### config.mk
export PLATFORM = sky130hd
export DESIGN_NAME = bldc_host_if
export DESIGN_NICKNAME = d
export VERILOG_FILES = /design/src/bldc_host_pkg.sv /design/src/pin_sync.sv /design/src/low_timer.sv /design/src/bldc_host_if.sv
export VERILOG_INCLUDE_DIRS = /design/src /design/src/src
export SDC_FILE = /design/constraint.sdc
export NUM_CORES = 1
export LEC_CHECK = 0
export BUFFER_PORTS_ARGS = -buffer_cell sky130_fd_sc_hd__buf_4
export CAP_MARGIN = 10
export CORE_MARGIN = 1.5
export CORE_UTILIZATION = 50
export DETAILED_ROUTE_END_ITERATION = 6
export GPL_TIMING_DRIVEN = 0
export HOLD_SLACK_MARGIN = 0.08
export PLACE_DENSITY = 0.76
export SETUP_SLACK_MARGIN = 0.05
export SYNTH_ARGS = -nofsm -noshare
export SYNTH_HDL_FRONTEND = slang
export SYNTH_SLANG_ARGS = --single-unit
### constraint.sdc
create_clock -name ref_clk -period 1.9 [get_ports ref_clk]
set_input_delay 0.19 -clock ref_clk [delete_from_list [all_inputs] [get_ports ref_clk]]
set_output_delay 0.19 -clock ref_clk [all_outputs]
set_load 0.05 [all_outputs]
### src/bldc_host_params.svh
// Constants for the motor controller host interface
`ifndef BLDC_HOST_PARAMS_SVH
`define BLDC_HOST_PARAMS_SVH

`define WORD_BITS         16
`define FAULT_BIT         15
`define RUN_BIT           0
`define CLK_PERIOD_NS     10
`define BRAKE_TIME_US     500
`define BRAKE_CYCLES      ((`BRAKE_TIME_US * 1000) / `CLK_PERIOD_NS)
`define SHUTDOWN_HOLD_US  1000
`define SHUTDOWN_CYCLES   ((`SHUTDOWN_HOLD_US * 1000) / `CLK_PERIOD_NS)
`define TIMER_DIVIDE      400
`define DIAGNOSTIC_OUT_SEL_RESET    2'h0

`endif

### src/bldc_host_pkg.sv
// Types shared by the motor controller host interface
package bldc_host_pkg;

    typedef enum logic [1:0] {
        DIAGNOSTIC_OUT_FAULT,
        DIAGNOSTIC_OUT_TIMER,
        DIAGNOSTIC_OUT_VDS,
        DIAGNOSTIC_OUT_RUNNING
    } diagnostic_out_sel_t;

    typedef struct packed {
        logic [2:0] high;
        logic [2:0] low;
    } gate_t;

    typedef struct packed {
        logic       valid;
        logic [15:0] data;
    } word_t;

endpackage

### src/pin_sync.sv
// Two-stage synchroniser for a group of pins
`timescale 1ns/10ps
module pin_sync #(
    parameter int WIDTH = 1
) (
    // Clock
    input  wire logic             ref_clk,
    input  wire logic             rst,
    input  wire logic             clk_en,
    // Pins
    input  wire logic [WIDTH-1:0] async_in,
    output logic      [WIDTH-1:0] sync_out
);
    logic [WIDTH-1:0] stage1;

    if (WIDTH < 1) begin
        $error("pin_sync width must be positive");
    end

    // Reset value one: every synchronised pin idles high
    always_ff @(posedge ref_clk) begin
        if (rst) begin
            stage1   <= '1;
            sync_out <= '1;
        end else if (clk_en) begin
            stage1   <= async_in;
            sync_out <= stage1;
        end
    end
endmodule

### src/low_timer.sv
// Counts how long an input has stayed low, flags when a limit passes
`timescale 1ns/10ps
module low_timer #(
    parameter int LIMIT = 50000
) (
    // Clock
    input  wire logic ref_clk,
    input  wire logic rst,
    input  wire logic clk_en,
    // Level
    input  wire logic level,
    output logic      expired
);
    localparam int CW = $clog2(LIMIT + 1);
    logic [CW-1:0] count;

    if (LIMIT < 1) begin
        $error("low_timer limit must be positive");
    end

    always_ff @(posedge ref_clk) begin
        if (rst) begin
            count   <= '0;
            expired <= 1'b0;
        end else if (clk_en) begin
            if (level) begin
                count   <= '0;
                expired <= 1'b0;
            end else if (count < CW'(LIMIT)) begin
                count <= count + CW'(1);
            end else begin
                expired <= 1'b1;
            end
        end
    end
endmodule

### src/bldc_host_if.sv
// Host-facing serial port, PWM, reset and output logic of the controller
`include "bldc_host_params.svh"
`timescale 1ns/10ps
module bldc_host_if #(
    parameter int BRAKE_CYCLES    = `BRAKE_CYCLES,
    parameter int SHUTDOWN_CYCLES = `SHUTDOWN_CYCLES,
    parameter int TIMER_DIVIDE    = `TIMER_DIVIDE
) (
    // Clock and reset
    input  wire logic                ref_clk,
    input  wire logic                rst,
    input  wire logic                clk_en,
    // Serial pins
    input  wire logic                serial_clk,
    input  wire logic                serial_in,
    input  wire logic                access_strobe_n,
    output logic                     serial_out,
    output logic                     serial_out_oe,
    // Received words
    output bldc_host_pkg::word_t     rx_word,
    // Control and diagnostics from the core
    input  wire logic                run_enable,
    input  wire bldc_host_pkg::diagnostic_out_sel_t diagnostic_select,
    input  wire logic [14:0]         diagnostic_out_bits,
    input  wire logic                fault_event,
    input  wire logic                sensorless_running,
    input  wire logic                vds_level,
    // Commutation
    input  wire logic [2:0]          phase_high,
    input  wire logic [2:0]          phase_low,
    input  wire logic                zero_cross,
    input  wire logic                commutate,
    // Other pins
    input  wire logic                pwm_in,
    input  wire logic                fault_clear_sleep_n,
    output bldc_host_pkg::gate_t     gate_drive,
    output logic                     sleep,
    output logic                     summary_fault_flag,
    output logic                     diagnostic_out,
    output logic                     speed_pulse_out
);
    import bldc_host_pkg::*;

    localparam int DW = $clog2(TIMER_DIVIDE);

    if (TIMER_DIVIDE < `TIMER_DIVIDE || TIMER_DIVIDE % 2 != 0) begin
        $error("timer divide must be even and at least 400");
    end
    if (BRAKE_CYCLES < 1 || SHUTDOWN_CYCLES < 1) begin
        $error("brake and shutdown counts must be positive");
    end
    if ($bits(word_t) != `WORD_BITS + 1) begin
        $error("received word must carry 16 data bits");
    end

    // ----------------------------------------------------------------
    // Pin synchronisers
    // ----------------------------------------------------------------
    logic [4:0] pins_sync;
    logic       sclk;
    logic       sdin;
    logic       strobe_n;
    logic       pwm;
    logic       rst_pin_n;

    // Two stages on every pin: the host's lines run on no clock of ours
    pin_sync #(.WIDTH(5)) u_sync (
        .ref_clk  (ref_clk),
        .rst      (rst),
        .clk_en   (clk_en),
        .async_in ({serial_clk, serial_in, access_strobe_n, pwm_in,
                    fault_clear_sleep_n}),
        .sync_out (pins_sync)
    );

    assign {sclk, sdin, strobe_n, pwm, rst_pin_n} = pins_sync;

    // ----------------------------------------------------------------
    // Edge detection
    // ----------------------------------------------------------------
    logic sclk_d;
    logic strobe_d;
    logic rst_pin_d;

    // Idle high after reset, as the pins are, so no false edge follows
    always_ff @(posedge ref_clk) begin
        if (rst) begin
            sclk_d    <= 1'b1;
            strobe_d  <= 1'b1;
            rst_pin_d <= 1'b1;
        end else if (clk_en) begin
            sclk_d    <= sclk;
            strobe_d  <= strobe_n;
            rst_pin_d <= rst_pin_n;
        end
    end

    logic sclk_rise;
    logic sclk_fall;
    logic strobe_fall;
    logic strobe_rise;
    assign sclk_rise   = sclk & ~sclk_d & ~strobe_n;
    assign sclk_fall   = ~sclk & sclk_d & ~strobe_n;
    assign strobe_fall = ~strobe_n & strobe_d;
    assign strobe_rise = strobe_n & ~strobe_d;

    // ----------------------------------------------------------------
    // Receive shifter
    // ----------------------------------------------------------------
    logic [15:0] rx_shift;
    logic [4:0]  rx_count;
    logic        word_done;

    always_ff @(posedge ref_clk) begin
        if (rst) begin
            rx_shift <= 16'h0000;
        end else if (clk_en && sclk_rise) begin
            rx_shift <= {rx_shift[14:0], sdin};
        end
    end

    // Saturates so that a runaway clock cannot wrap back round to 16
    always_ff @(posedge ref_clk) begin
        if (rst) begin
            rx_count <= 5'h00;
        end else if (clk_en) begin
            if (strobe_fall)
                rx_count <= 5'h00;
            else if (sclk_rise && rx_count != 5'h1F)
                rx_count <= rx_count + 5'h01;
        end
    end

    assign word_done = strobe_rise && rx_count == 5'(`WORD_BITS);

    // Extra clocks spoil the word just as missing ones do
    always_ff @(posedge ref_clk) begin
        if (rst) begin
            rx_word <= '0;
        end else if (clk_en) begin
            rx_word.valid <= 1'b0;
            if (word_done) begin
                rx_word.valid <= 1'b1;
                rx_word.data  <= rx_shift;
            end
        end
    end

    // ----------------------------------------------------------------
    // Fault latch
    // ----------------------------------------------------------------
    logic clear_pulse;
    logic long_low;

    low_timer #(.LIMIT(SHUTDOWN_CYCLES)) u_sleep_timer (
        .ref_clk (ref_clk),
        .rst     (rst),
        .clk_en  (clk_en),
        .level   (rst_pin_n),
        .expired (long_low)
    );

    assign clear_pulse = ~rst_pin_n & rst_pin_d;

    // A new fault wins over a clear in the same cycle
    always_ff @(posedge ref_clk) begin
        if (rst) begin
            summary_fault_flag <= 1'b0;
        end else if (clk_en) begin
            if (fault_event)
                summary_fault_flag <= 1'b1;
            else if (clear_pulse)
                summary_fault_flag <= 1'b0;
        end
    end

    always_ff @(posedge ref_clk) begin
        if (rst)
            sleep <= 1'b0;
        else if (clk_en)
            sleep <= long_low;
    end

    // ----------------------------------------------------------------
    // Transmit shifter
    // ----------------------------------------------------------------
    logic [14:0] tx_shift;

    always_ff @(posedge ref_clk) begin
        if (rst) begin
            serial_out_oe <= 1'b0;
        end else if (clk_en) begin
            serial_out_oe <= ~strobe_n;
        end
    end

    // Every clock fall moves one bit on, the first included: the host
    // must take the flag while the clock is still high after strobe fall
    always_ff @(posedge ref_clk) begin
        if (rst) begin
            tx_shift   <= 15'h0000;
            serial_out <= 1'b0;
        end else if (clk_en) begin
            if (strobe_fall) begin
                serial_out <= summary_fault_flag;
                tx_shift   <= diagnostic_out_bits;
            end else if (sclk_fall) begin
                serial_out <= tx_shift[14];
                tx_shift   <= {tx_shift[13:0], 1'b0};
            end
        end
    end

    // ----------------------------------------------------------------
    // Gate drive from PWM
    // ----------------------------------------------------------------
    logic brake;

    // Times the synchronised PWM, so braking starts two cycles late
    low_timer #(.LIMIT(BRAKE_CYCLES)) u_brake_timer (
        .ref_clk (ref_clk),
        .rst     (rst),
        .clk_en  (clk_en),
        .level   (pwm),
        .expired (brake)
    );

    always_ff @(posedge ref_clk) begin
        if (rst) begin
            gate_drive <= '0;
        end else if (clk_en) begin
            if (sleep) begin
                gate_drive <= '0;
            end else if (brake && run_enable) begin
                gate_drive.high <= 3'h0;
                gate_drive.low  <= 3'h7;
            end else if (!pwm) begin
                gate_drive.high <= 3'h0;
                gate_drive.low  <= phase_low | phase_high;
            end else begin
                gate_drive.high <= phase_high;
                gate_drive.low  <= phase_low;
            end
        end
    end

    // ----------------------------------------------------------------
    // Diagnostic output
    // ----------------------------------------------------------------
    logic [DW-1:0] div_count;
    logic          timer_out;

    always_ff @(posedge ref_clk) begin
        if (rst) begin
            div_count <= '0;
        end else if (clk_en) begin
            if (div_count == DW'(TIMER_DIVIDE / 2 - 1))
                div_count <= '0;
            else
                div_count <= div_count + DW'(1);
        end
    end

    // Half the ratio per level keeps the output square
    always_ff @(posedge ref_clk) begin
        if (rst) begin
            timer_out <= 1'b0;
        end else if (clk_en && div_count == DW'(TIMER_DIVIDE / 2 - 1)) begin
            timer_out <= ~timer_out;
        end
    end

    // Core holds the select at its fault-flag reset value until written
    always_ff @(posedge ref_clk) begin
        if (rst) begin
            diagnostic_out <= 1'b0;
        end else if (clk_en) begin
            unique case (diagnostic_select)
                DIAGNOSTIC_OUT_FAULT:   diagnostic_out <= summary_fault_flag;
                DIAGNOSTIC_OUT_TIMER:   diagnostic_out <= timer_out;
                DIAGNOSTIC_OUT_VDS:     diagnostic_out <= vds_level;
                DIAGNOSTIC_OUT_RUNNING: diagnostic_out <= sensorless_running;
            endcase
        end
    end

    // ----------------------------------------------------------------
    // Speed pulse
    // ----------------------------------------------------------------
    // A crossing in a commutating cycle wins, so no rise is ever lost
    always_ff @(posedge ref_clk) begin
        if (rst) begin
            speed_pulse_out <= 1'b0;
        end else if (clk_en) begin
            if (zero_cross)
                speed_pulse_out <= 1'b1;
            else if (commutate)
                speed_pulse_out <= 1'b0;
        end
    end

endmodule

# --- Yosys cells after proc, flatten, opt, wreduce, memory -nomap -nowiden ---
# Cells that the tools add are included.
op_classes:
  bitwise_logic: 14
  n_reduce_logical: 21
  n_eq_ne: 8
  addsub: 4
  order_cmp: 2
  mux: 24
ops:
  columns: ["cell", "n"]
  rows:
  - ["17-bit 2-to-1 mux", 3]
  - ["16-bit 2-to-1 mux", 2]
  - ["15-bit 2-to-1 mux", 2]
  - ["6-bit 2-to-1 mux", 3]
  - ["2-bit AND reduction", 9]
  - ["17-bit by 1-bit adder with 17-bit output (second input constant)", 1]
  - ["17-bit < comparator (second input constant)", 1]
  - ["16-bit by 1-bit adder with 16-bit output (second input constant)", 1]
  - ["16-bit < comparator (second input constant)", 1]
  - ["2-bit nonzero test", 6]
  - ["1-bit 2-to-1 mux", 10]
  - ["5-bit 2-to-1 mux", 2]
  - ["9-bit by 1-bit adder with 9-bit output (second input constant)", 1]
  - ["9-bit by 8-bit equality test with 1-bit output (second input constant)", 1]
  - ["9-bit 2-to-1 mux", 1]
  - ["1-bit bitwise AND", 7]
  - ["1-bit NOT", 6]
  - ["5-bit by 1-bit adder with 5-bit output (second input constant)", 1]
  - ["5-bit equality test (second input constant)", 1]
  - ["1-bit logical AND", 5]
  - ["5-bit inequality test (second input constant)", 1]
  - ["2-bit equality test (second input constant)", 2]
  - ["2-bit inequality test (second input constant)", 2]
  - ["1-bit case mux with 4 select lines", 1]
  - ["3 further kinds", 3]
word_totals:
  reg_bits: 123
  output_inout_bits: 29
  elab_cells: 97
  input_bits: 37

# --- Longest topological paths before layout ---
# Gate-level depths: netlist (run 1).
logic_depth:
  depth_word: 6
  depth_mapped: 8
  mapped_depth_nobuf: 7

# --- By module ---
# A second synthesis (run 1) with hierarchy kept.
hier_totals:
  cells_unflattened: 610
  hier_area_um2: 5475.3
modules_own_cells:
  columns: ["module", "n_inst", "area_per_inst_um2", "cells_each"]
  rows:
  - ["bldc_host_if", 1, 3151.8, 342]
  - ["low_timer (u_brake_timer)", 1, 973.4, 119]
  - ["low_timer (u_sleep_timer)", 1, 968.4, 116]
  - ["pin_sync", 1, 381.6, 33]

# --- Worst setup path before layout (run 1) ---
# No wires, ideal clock.
synth_timing:
  path_type: "reg2reg"
  start: "reg u_brake_timer.count[10]"
  end: "reg u_brake_timer.count[3]"
  n_path_buf: 1
  setup_slack_ps: 118
  synth_period_minus_slack_ps: 1782
  stages_incl_launch_ff: 7
  arrival_time_ps: 1708
  required_time_ps: 1826
  setup_ps: 74
  path_cell_list: "dfxtp_1 -> nor4_4 -> nor2_2 -> or2_1 -> buf_6 -> or4_1 -> a31oi_1"
synth_between:
  elab_chain_len: 3
synth_rtl:
  columns: ["item", "line", "rtl"]
  rows:
  - ["start, declared", "low_timer.sv:15", "logic [CW-1:0] count;"]
  - ["start signal, assigned", "low_timer.sv:30", "count <= count + CW'(1);"]
  - ["16-bit < comparator", "low_timer.sv:29", "end else if (count < CW'(LIMIT)) begin"]
  - ["2-bit nonzero test (no line)", null, null]
  - ["2-bit AND reduction (no line)", null, null]
# Every way passes these cells.
# A chain may end at the register's enable or synchronous reset.

# --- Final worst setup path (run 1) ---
layout_timing:
  start: "reg u_brake_timer.count[10]"
  end: "reg u_brake_timer.count[8]"
# The elaborated chain is that of the path after synthesis.

==> results of run 1 <==
-- stage by stage --
stage / TNS (ps) / worst slack (ps) / instances / utilization, %
2_1_floorplan: 0 / 118 / 616 / -
6_report: 0 / 36.2 / 879 / 68.3
3_3_place_gp: -7000 / -386 / 816 / 58.2
4_1_cts: 0 / 3.71 / 875 / 66.9
5_1_grt: -51.3 / -51.3 / 879 / 68.3
3_5_place_dp: -7300 / -370 / 816 / 58.2
-- routing by layer --
layer  part of all wire [%]  vias up
met5                      0        -
met4                    1.7        0
met3                    6.1       24
met2                     49      166
met1                     43     2393
li1                       -     2445
-- placed cells by master, fill, tap and decap left out, types with 3 or more instances in the layout --
cell type	count
nor3_1	5
nand4_1	12
bufinv_16	3
and3_1	4
or3_1	6
a21oi_1	40
clkinv_4	3
clkinv_2	4
clkbuf_2	4
mux2i_1	48
o21ai_0	5
xnor2_1	4
clkbuf_1	25
dfxtp_2	3
o311ai_0	3
nor2_1	72
o31ai_1	6
nand3_1	23
clkbuf_16	16
o21a_1	3
xor2_1	8
dfxtp_1	119
a22oi_1	7
or4_1	7
a31oi_1	14
o211ai_1	18
ha_1	5
inv_1	12
buf_4	72
nand2_1	80
o21ai_1	3
dlygate4sd3_1	27
a211oi_1	18
-- cell type report --
type / instances / area (µm²)
buffer: 36 / 158
clock buffer: 18 / 428
clock inverter: 14 / 169
fill: 807 / 3290
inverter: 13 / 48.8
multi-input combinational: 442 / 2850
sequential: 123 / 2470
tap: 136 / 170
timing repair buffer: 97 / 796
-- state kept, by name, summed over array words and instances (netlist names), 5 cells and up --
signal,flops
div_count,9
gate_drive,6
rx_count,5
rx_shift,16
rx_word,17
tx_shift,15
u_brake_timer.count,16
u_sleep_timer.count,17
u_sync.stage1,5
u_sync.sync_out,5
-- cells in the mapped netlist, drive strengths merged, types with 7 or more instances --
| cell type | number | share of area (%) |
|---|---|---|
| nand3 | 25 | 2.3 |
| dfxtp | 123 | 46 |
| or3 | 8 | 0.98 |
| nand2 | 81 | 5.6 |
| xor2 | 8 | 1.3 |
| buf | 8 | 0.79 |
| or4 | 8 | 1.1 |
| nand4 | 12 | 1.4 |
| o211ai | 18 | 2.5 |
| a21oi | 41 | 3.8 |
| a211oi | 19 | 2.6 |
| clkbuf | 30 | 2.1 |
| a22oi | 7 | 0.98 |
| a31oi | 14 | 1.6 |
| nor3 | 7 | 0.65 |
| o21ai | 9 | 0.84 |
| nor2 | 74 | 5.2 |
| mux2i | 48 | 8.9 |
| inv | 12 | 0.84 |
-- kinds of logic after synthesis --
| family | after synthesis | synth area share [%] |
|---|---|---|
| and+or+nand+nor | 241 | 21.3 |
| AOI/OAI and AO/OA | 134 | 16.5 |
| DFF | 123 | 45.7 |
| buffers and inverters | 51 | 3.79 |
| muxes | 49 | 9.34 |
| xor gates and xnor gates | 12 | 1.95 |
| adders and majority gates | 6 | 1.39 |
-- power by group through the flow --
| stage | sequential, mW | clock, mW | combinational [mW] |
|---|---|---|---|
| 6_report | 2.66 | 3.25 | 0.424 |
| 5_1_grt | 2.66 | 3.40 | 0.456 |
| 4_1_cts | 2.66 | 3.26 | 0.415 |
| 3_5_place_dp | 2.71 | 0 | 0.369 |
| 3_3_place_gp | 2.71 | 0 | 0.360 |
| 2_1_floorplan | 2.75 | 0 | 0.179 |
-- worst max-delay path by stage --
| stage | start | end | slack, ps | depth (start not counted) |
|---|---|---|---|---|
| 6_report | u_brake_timer.count[10] | u_brake_timer.count[8] | 40 | 5 |
| 5_1_grt | u_brake_timer.count[1] | u_brake_timer.count[8] | -50 | 5 |
| 4_1_cts | u_brake_timer.count[13] | u_brake_timer.count[8] | 4 | 5 |
| 3_5_place_dp | clk_en | u_sync.stage1[2] | -370 | 6 |
| 3_3_place_gp | clk_en | u_sync.sync_out[3] | -390 | 6 |
| 2_1_floorplan | u_brake_timer.count[10] | u_brake_timer.count[3] | 120 | 6 |
-- critical path, cell delays in order (launching register included) --
cell     delay (ps)
dfxtp_4         360
nor4_4          360
nor2_4           90
or4_4           520
or3_1           310
a31oi_1         140
-- what timing repair did --
| action | in CTS | in global routing |
|---|---|---|
| pin swaps | 2 | 11 |
| endpoints found under the setup margin | 26 | 58 |
| gates resized for setup | 9 | 33 |
| cloned | 0 | 0 |
| hold buffers | 27 | 0 |
| endpoints found under the hold margin | 26 | 0 |
| buffers inserted | 1 | 5 |
==> qor.yml, run 1 <==
outcome: "complete, no violations"
num_vias: 5028
clk_path_buf_depth: 2
wl_um: 14000
die_h_um: 107
clk_pin_slew_ps: 60
layout.nets: 773
ys_seq_area_share_pct: 45.7
grt_remaining_overflow: 0
async_reset_ff_share_pct: 0
hold_viol_final: 0
holdPathStages: 5
cts_sinks: 123
drv_slew: 0
die_width_um: 107
reg2reg_depth: 5
post-route-period-util_pct: 98.1
worst_pin_slew_ps: 776
rr_endpoint: "u_brake_timer.count[8]"
detail-route-antenna-nets: 0
syn-cell-area_um2: 5380
gp_congestion: 0.890
ios: 66
crit_arrival_ps: 2310
worstPathMaxFanout: 7
fmax_mhz: 537
start_util_pct: 51.9
synth_edf_count: 0
regToRegSetupSlack_ps: 40
intPower_mw: 4.84
grt_busiest_layer: "met2"
crit_path_end_kind: "flop"
use_met2_pct: 41.2
net-switching-power_mw: 1.50
synth_warnings: 0
dpl.hpwl_um: 9120
use_met1_pct: 30.8
grt_start_max_net_pins: 17
power.density_nw_per_um2: 894
cts_buffers: 17
first_global_vias: 4747
clk_latency_ps: 530
cts_tree: "done"
peakVddDrop_uv: 884
synth.net_count: 659
ys_ff_latch: 123
area_growth_syn_to_layout_pct: 31.6
drtPass1Iterations: 6
grtUsageTotal_pct: 24.8
p_leak_nw: 2.57
n_antenna_cell: 0
r2r-start: "u_brake_timer.count[10]"
via_per_inst: 5.72
netlist_instances: 616
root_buffer: "clkbuf_8"
synth_cell_types: 59
fin_area_um2: 7080
place_area_um2: 6030
fp-row-count: 37
pwr-share-clk_pct: 51.3
die-area_um2: 11400
rsz0062_at_grt: "yes"
syn_avg_cell_area_um2: 8.74
setup_violations: 0
slew_headroom_pct: 48.2
clock_skew_ps: 10.8
switching_share_pct: 23.6
hold_path.startpoint: "phase_low[2]"
min_to: "gate_drive[2]"
seqPwrFrac_pct: 42.0
cp.required_ps: 2350
cap_violations: 0
coreArea_um2: 10400
drc_errors: 0
cp-start-kind: "flop"
met3_usage_pct: 5.90
whs_ps: 91.3
grt_antenna_before_repair: 0
p_comb_share_pct: 6.7
synthFlopType: "dfxtp_1"
grt_pass1_wl_um: 22300
drt_iter0_markers: 286
h-tree-depth: 4
hold_path_class: "input port to flop"
critPathKind: "flop to flop"
port_buffers: 64
wl_per_cell_um: 15.9
p_total_mw: 6.33
final_layout_size_suffix_gt1_share_pct: 19.1
finalCriticalPeriod_ps: 1860
(Power assumes the default switching activity.)
==> run 2, diff against run 1 <==
--- a/config.mk
+++ b/config.mk
@@ -13,7 +13,7 @@
 export DETAILED_ROUTE_END_ITERATION = 6
 export GPL_TIMING_DRIVEN = 0
 export HOLD_SLACK_MARGIN = 0.08
-export PLACE_DENSITY = 0.76
+export PLACE_DENSITY_LB_ADDON = 0.1
 export SETUP_SLACK_MARGIN = 0.05
 export SYNTH_ARGS = -nofsm -noshare
 export SYNTH_HDL_FRONTEND = slang
==> qor.yml, run 2 (synthesized netlist as in run 1, its figures left out) <==
outcome: "complete, no violations"
ios: 66
slowest_stage: "or4_4"
clk_latency_ps: 520
root_buffer: "clkbuf_8"
fillers: 797
clock_skew_ps: 7.15
final_common_cell: "dfxtp_1"
grt_busiest_layer: "met2"
grt_remaining_overflow: 0
fp-row-count: 37
use_met2_pct: 39.7
crit_family: "simple AND/OR/NAND/NOR gates"
cp-start-kind: "flop"
seqPwrFrac_pct: 39.0
crit_arrival_ps: 2320
grtUsageTotal_pct: 24.1
detail-route-antenna-nets: 0
use_met1_pct: 30.6
fmax_mhz: 534
reg_top3: "rx_word x17, u_sleep_timer.count x17"
wl_um: 13900
utilization_pct: 70.3
finalCriticalPeriod_ps: 1870
switching_share_pct: 21.1
drv_slew: 0
hold_path_class: "input port to flop"
hold_viol_final: 0
worstPathMaxFanout: 9
p_total_mw: 6.80
p_comb_share_pct: 6.3
layout.nets: 781
fin_area_um2: 7290
die-area_um2: 11400
net-switching-power_mw: 1.44
die_width_um: 107
final_layout_size_suffix_gt1_share_pct: 20.2
wl_per_cell_um: 15.7
area_growth_syn_to_layout_pct: 35.4
intPower_mw: 5.37
cts_tree: "done"
gp_congestion: 0.875
cp_num_buf_inv: 1
rsz0062_at_grt: "yes"
grt_pass1_wl_um: 22000
num_vias: 5086
first_global_vias: 4706
p_leak_nw: 2.68
port_buffers: 64
die_h_um: 107
worst_path_largest_cell_delay_ps: 530
n_antenna_cell: 0
grt_start_max_net_pins: 17
via_per_inst: 5.73
start_util_pct: 51.9
cp.required_ps: 2340
dpl.hpwl_um: 8960
met3_usage_pct: 5.47
crit_path_end_kind: "flop"
coreArea_um2: 10400
cap_violations: 0
cts_buffers: 17
worst_pin_slew_ps: 691
pwr-share-clk_pct: 54.7
peakVddDrop_uv: 856
place_area_um2: 6030
setup_violations: 0
drtPass1Iterations: 7
drc_errors: 0
clk_pin_slew_ps: 60
critPathKind: "flop to flop"
path_cells: "nand4_1, buf_4, nand3_1, or4_4, or3_1, a31oi_1"
layout_common_cells: "117 x dfxtp_1, 80 x nand2_1, 79 x buf_4"
whs_ps: 97.6
grt_antenna_before_repair: 0
h-tree-depth: 4
power.density_nw_per_um2: 933
clk_path_buf_depth: 2
post-route-period-util_pct: 98.6
cts_sinks: 123
slew_headroom_pct: 53.9
drt_iter0_markers: 277
==> run 2: final cells by class <==
class / count / area (µm²) / share of cell area (%)
multi-input cells: 442 / 2880 / 39.6
flip-flops and latches: 123 / 2480 / 34.0
repair buffers: 106 / 873 / 12.0
clock buffers: 21 / 439 / 6.03
clock inverters: 11 / 240 / 3.30
well taps: 136 / 170 / 2.33
plain buffers: 35 / 155 / 2.13
inverters: 13 / 48.8 / 0.670
==> run 2: final timing paths <==
kind,from,endpoint,slack [ps],depth (start not counted)
setup / recovery,u_brake_timer.count[9],u_brake_timer.count[8],30,6
hold / removal,phase_low[1],gate_drive[1],100,5
setup reg to reg,u_brake_timer.count[9],u_brake_timer.count[8],30,6
hold reg to reg,u_sync.sync_out[3],rx_shift[0],460,2
==> run 2: what timing repair did <==
action / CTS / global route
endpoints found under the setup margin: 31 / 58
setup buffers: 3 / 12
gates resized for setup: 18 / 34
pin swaps: 8 / 24
hold buffers: 27 / 0
gates cloned: 0 / 1
endpoints found under the hold margin: 26 / 0
==> run 2: tightest hold or removal path, cell delays in order <==
cell,delay [ps]
buf_4,70
a21oi_1,30
a21oi_1,140
mux2i_1,80
nor2_1,80
==> run 2: through the flow <==
| stage | instances | worst slack [ps] | TNS (ps) |
|---|---|---|---|
| finish | 887 | 26.1 | 0 |
| global route | 887 | -62.6 | -70.2 |
| CTS | 878 | 25.2 | 0 |
| detailed placement | 816 | -498 | -10450 |
| global placement | 816 | -474 | -8300 |
| floorplan | 616 | 118 | 0 |
==> run 2: power groups by stage <==
stage / logic (mW) / clock network, mW / registers [mW]
final: 0.425 / 3.72 / 2.66
after global routing: 0.457 / 3.86 / 2.66
after CTS: 0.417 / 3.75 / 2.66
after detailed placement: 0.370 / 0 / 2.71
after global placement: 0.363 / 0 / 2.71
after floorplan: 0.179 / 0 / 2.75
==> run 2: layer usage <==
| metal | vias to the layer above | wire length, µm | part of all wire (%) |
|---|---|---|---|
| li1 | 2477 | - | - |
| met3 | 21 | 670 | 4.8 |
| met2 | 163 | 6720 | 48 |
| met5 | - | 0 | 0 |
| met1 | 2425 | 6270 | 45 |
| met4 | 0 | 222 | 1.6 |
==> run 3, diff against run 2 <==
--- a/config.mk
+++ b/config.mk
@@ -14,7 +14,7 @@
 export GPL_TIMING_DRIVEN = 0
 export HOLD_SLACK_MARGIN = 0.08
 export PLACE_DENSITY_LB_ADDON = 0.1
-export SETUP_SLACK_MARGIN = 0.05
+export SETUP_SLACK_MARGIN = 0.02
 export SYNTH_ARGS = -nofsm -noshare
 export SYNTH_HDL_FRONTEND = slang
 export SYNTH_SLANG_ARGS = --single-unit
==> qor.yml, run 3 (synthesized netlist as in run 1, its figures left out) <==
holdPathStages: 5
reg_top3: "rx_word x17, u_sleep_timer.count x17"
n_antenna_cell: 0
die-area_um2: 11400
worstPathMaxFanout: 6
layout.nets: 777
via_per_inst: 5.72
coreArea_um2: 10400
fp-row-count: 37
fillers: 812
first_global_vias: 4707
cp_num_buf_inv: 1
ios: 66
setup_violations: 0
layout_common_cells: "117 x dfxtp_1, 80 x nand2_1, 76 x buf_4"
regToRegSetupSlack_ps: 10
cts_buffers: 17
peakVddDrop_uv: 856
grt_remaining_overflow: 0
hold_viol_final: 0
failed_checks: "DRC"
outcome: "finished with violations"
crit_path_end_kind: "flop"
num_vias: 5051
grt_start_max_net_pins: 17
p_leak_nw: 2.63
grt_pass1_wl_um: 22000
slew_headroom_pct: 53.6
clk_pin_slew_ps: 60
clk_latency_ps: 520
dpl.hpwl_um: 8960
hold_path_class: "input port to flop"
power.density_nw_per_um2: 942
crit_arrival_ps: 2340
grtUsageTotal_pct: 24.2
fin_setup_tns_ps: 0
detail-route-antenna-nets: 0
cap_violations: 0
wl_per_cell_um: 15.5
fin_area_um2: 7210
reg2reg_depth: 6
clk_path_buf_depth: 2
port_buffers: 64
place_area_um2: 6030
drt_iter0_markers: 275
cp-start-kind: "flop"
slowest_stage: "or4_4"
post-route-period-util_pct: 99.5
fmax_mhz: 529
rsz0062_at_grt: "yes"
critPathKind: "flop to flop"
die_width_um: 107
final_common_cell: "dfxtp_1"
worst_path_largest_cell_delay_ps: 540
wl_um: 13600
drv_slew: 0
finalCriticalPeriod_ps: 1890
drc_errors: 9
cp.required_ps: 2350
path_cells: "nor4_4, buf_4, o211a_4, nand2_4, or4_4, a21oi_2"
root_buffer: "clkbuf_8"
crit_family: "simple AND/OR/NAND/NOR gates"
grt_antenna_before_repair: 0
gp_congestion: 0.875
cts_sinks: 123
die_h_um: 107
start_util_pct: 51.9
area_growth_syn_to_layout_pct: 34.0
cts_tree: "done"
clock_skew_ps: 7.81
drtPass1Iterations: 7
h-tree-depth: 4
worst_pin_slew_ps: 697
cp_num_cells: 6
final_layout_size_suffix_gt1_share_pct: 19.3
-- run 3: cell count changes in the layout (fill, tap and decap cells not counted), moves of 2 or more --
| cell | change |
|---|---|
| buf_4 | -3 |
| clkbuf_1 | +2 |
| or3_2 | +2 |
| or3_4 | -2 |
| buf_2 | -2 |
-- run 3: timing repair --
item,CTS,global route
resized for setup,12,30
hold buffers,27,0
hold endpoints to repair,26,0
buffers inserted,3,9
pin swaps,7,15
cloned,0,0
endpoints found under the setup margin,17,60
-- run 3: per-layer routing --
metal	track usage, %	share of wire (%)
met3	5.53	4.6
met4	9.90	1.5
met1	30.7	46
met5	0	0
met2	39.5	48
-- run 3: layout make-up --
type | instances | area [µm²] | area share, %
Tap cell | 136 | 170 | 2.36
Multi-Input combinational cell | 442 | 2850 | 39.5
Clock inverter | 11 | 240 | 3.33
Clock buffer | 21 | 439 | 6.09
Sequential cell | 123 | 2480 | 34.3
Timing Repair Buffer | 102 | 833 | 11.6
Inverter | 13 | 48.8 | 0.676
Buffer | 35 | 153 | 2.12
-- run 3: worst paths after layout --
check / startpoint / end
setup / recovery: u_brake_timer.count[12] / u_brake_timer.count[15]
hold / removal: phase_low[1] / gate_drive[1]
setup reg to reg: u_brake_timer.count[12] / u_brake_timer.count[15]
hold reg to reg: u_sync.sync_out[3] / rx_shift[0]
-- run 3: worst register-to-register path, cell delays in order, from the launching register on --
cell and delay, ps:
dfxtp_4 370, nor4_4 370, buf_4 190, o211a_4 180, nand2_4 60, or4_4 540, a21oi_2 120
-- run 3: power breakdown --
| group | internal (mW) | total (mW) | switching, mW |
|---|---|---|---|
| combinational | 0.179 | 0.423 | 0.244 |
| sequential | 2.62 | 2.65 | 0.0349 |
| clock | 2.57 | 3.72 | 1.15 |
| total | 5.36 | 6.80 | 1.43 |
-- run 3: stage by stage --
step                hold slack (ps)  std cells  setup WS, ps  util (%)  total power, mW
detailed placement              411        816          -498      58.2             3.08
finish                         95.3        883          10.3      69.6             6.80
CTS                            83.0        878          20.4      68.0             6.82
global route                    135        883         -73.9      69.6             6.98
global placement                408        816          -474      58.2             3.07
floorplan                       318        616           118         -             2.93
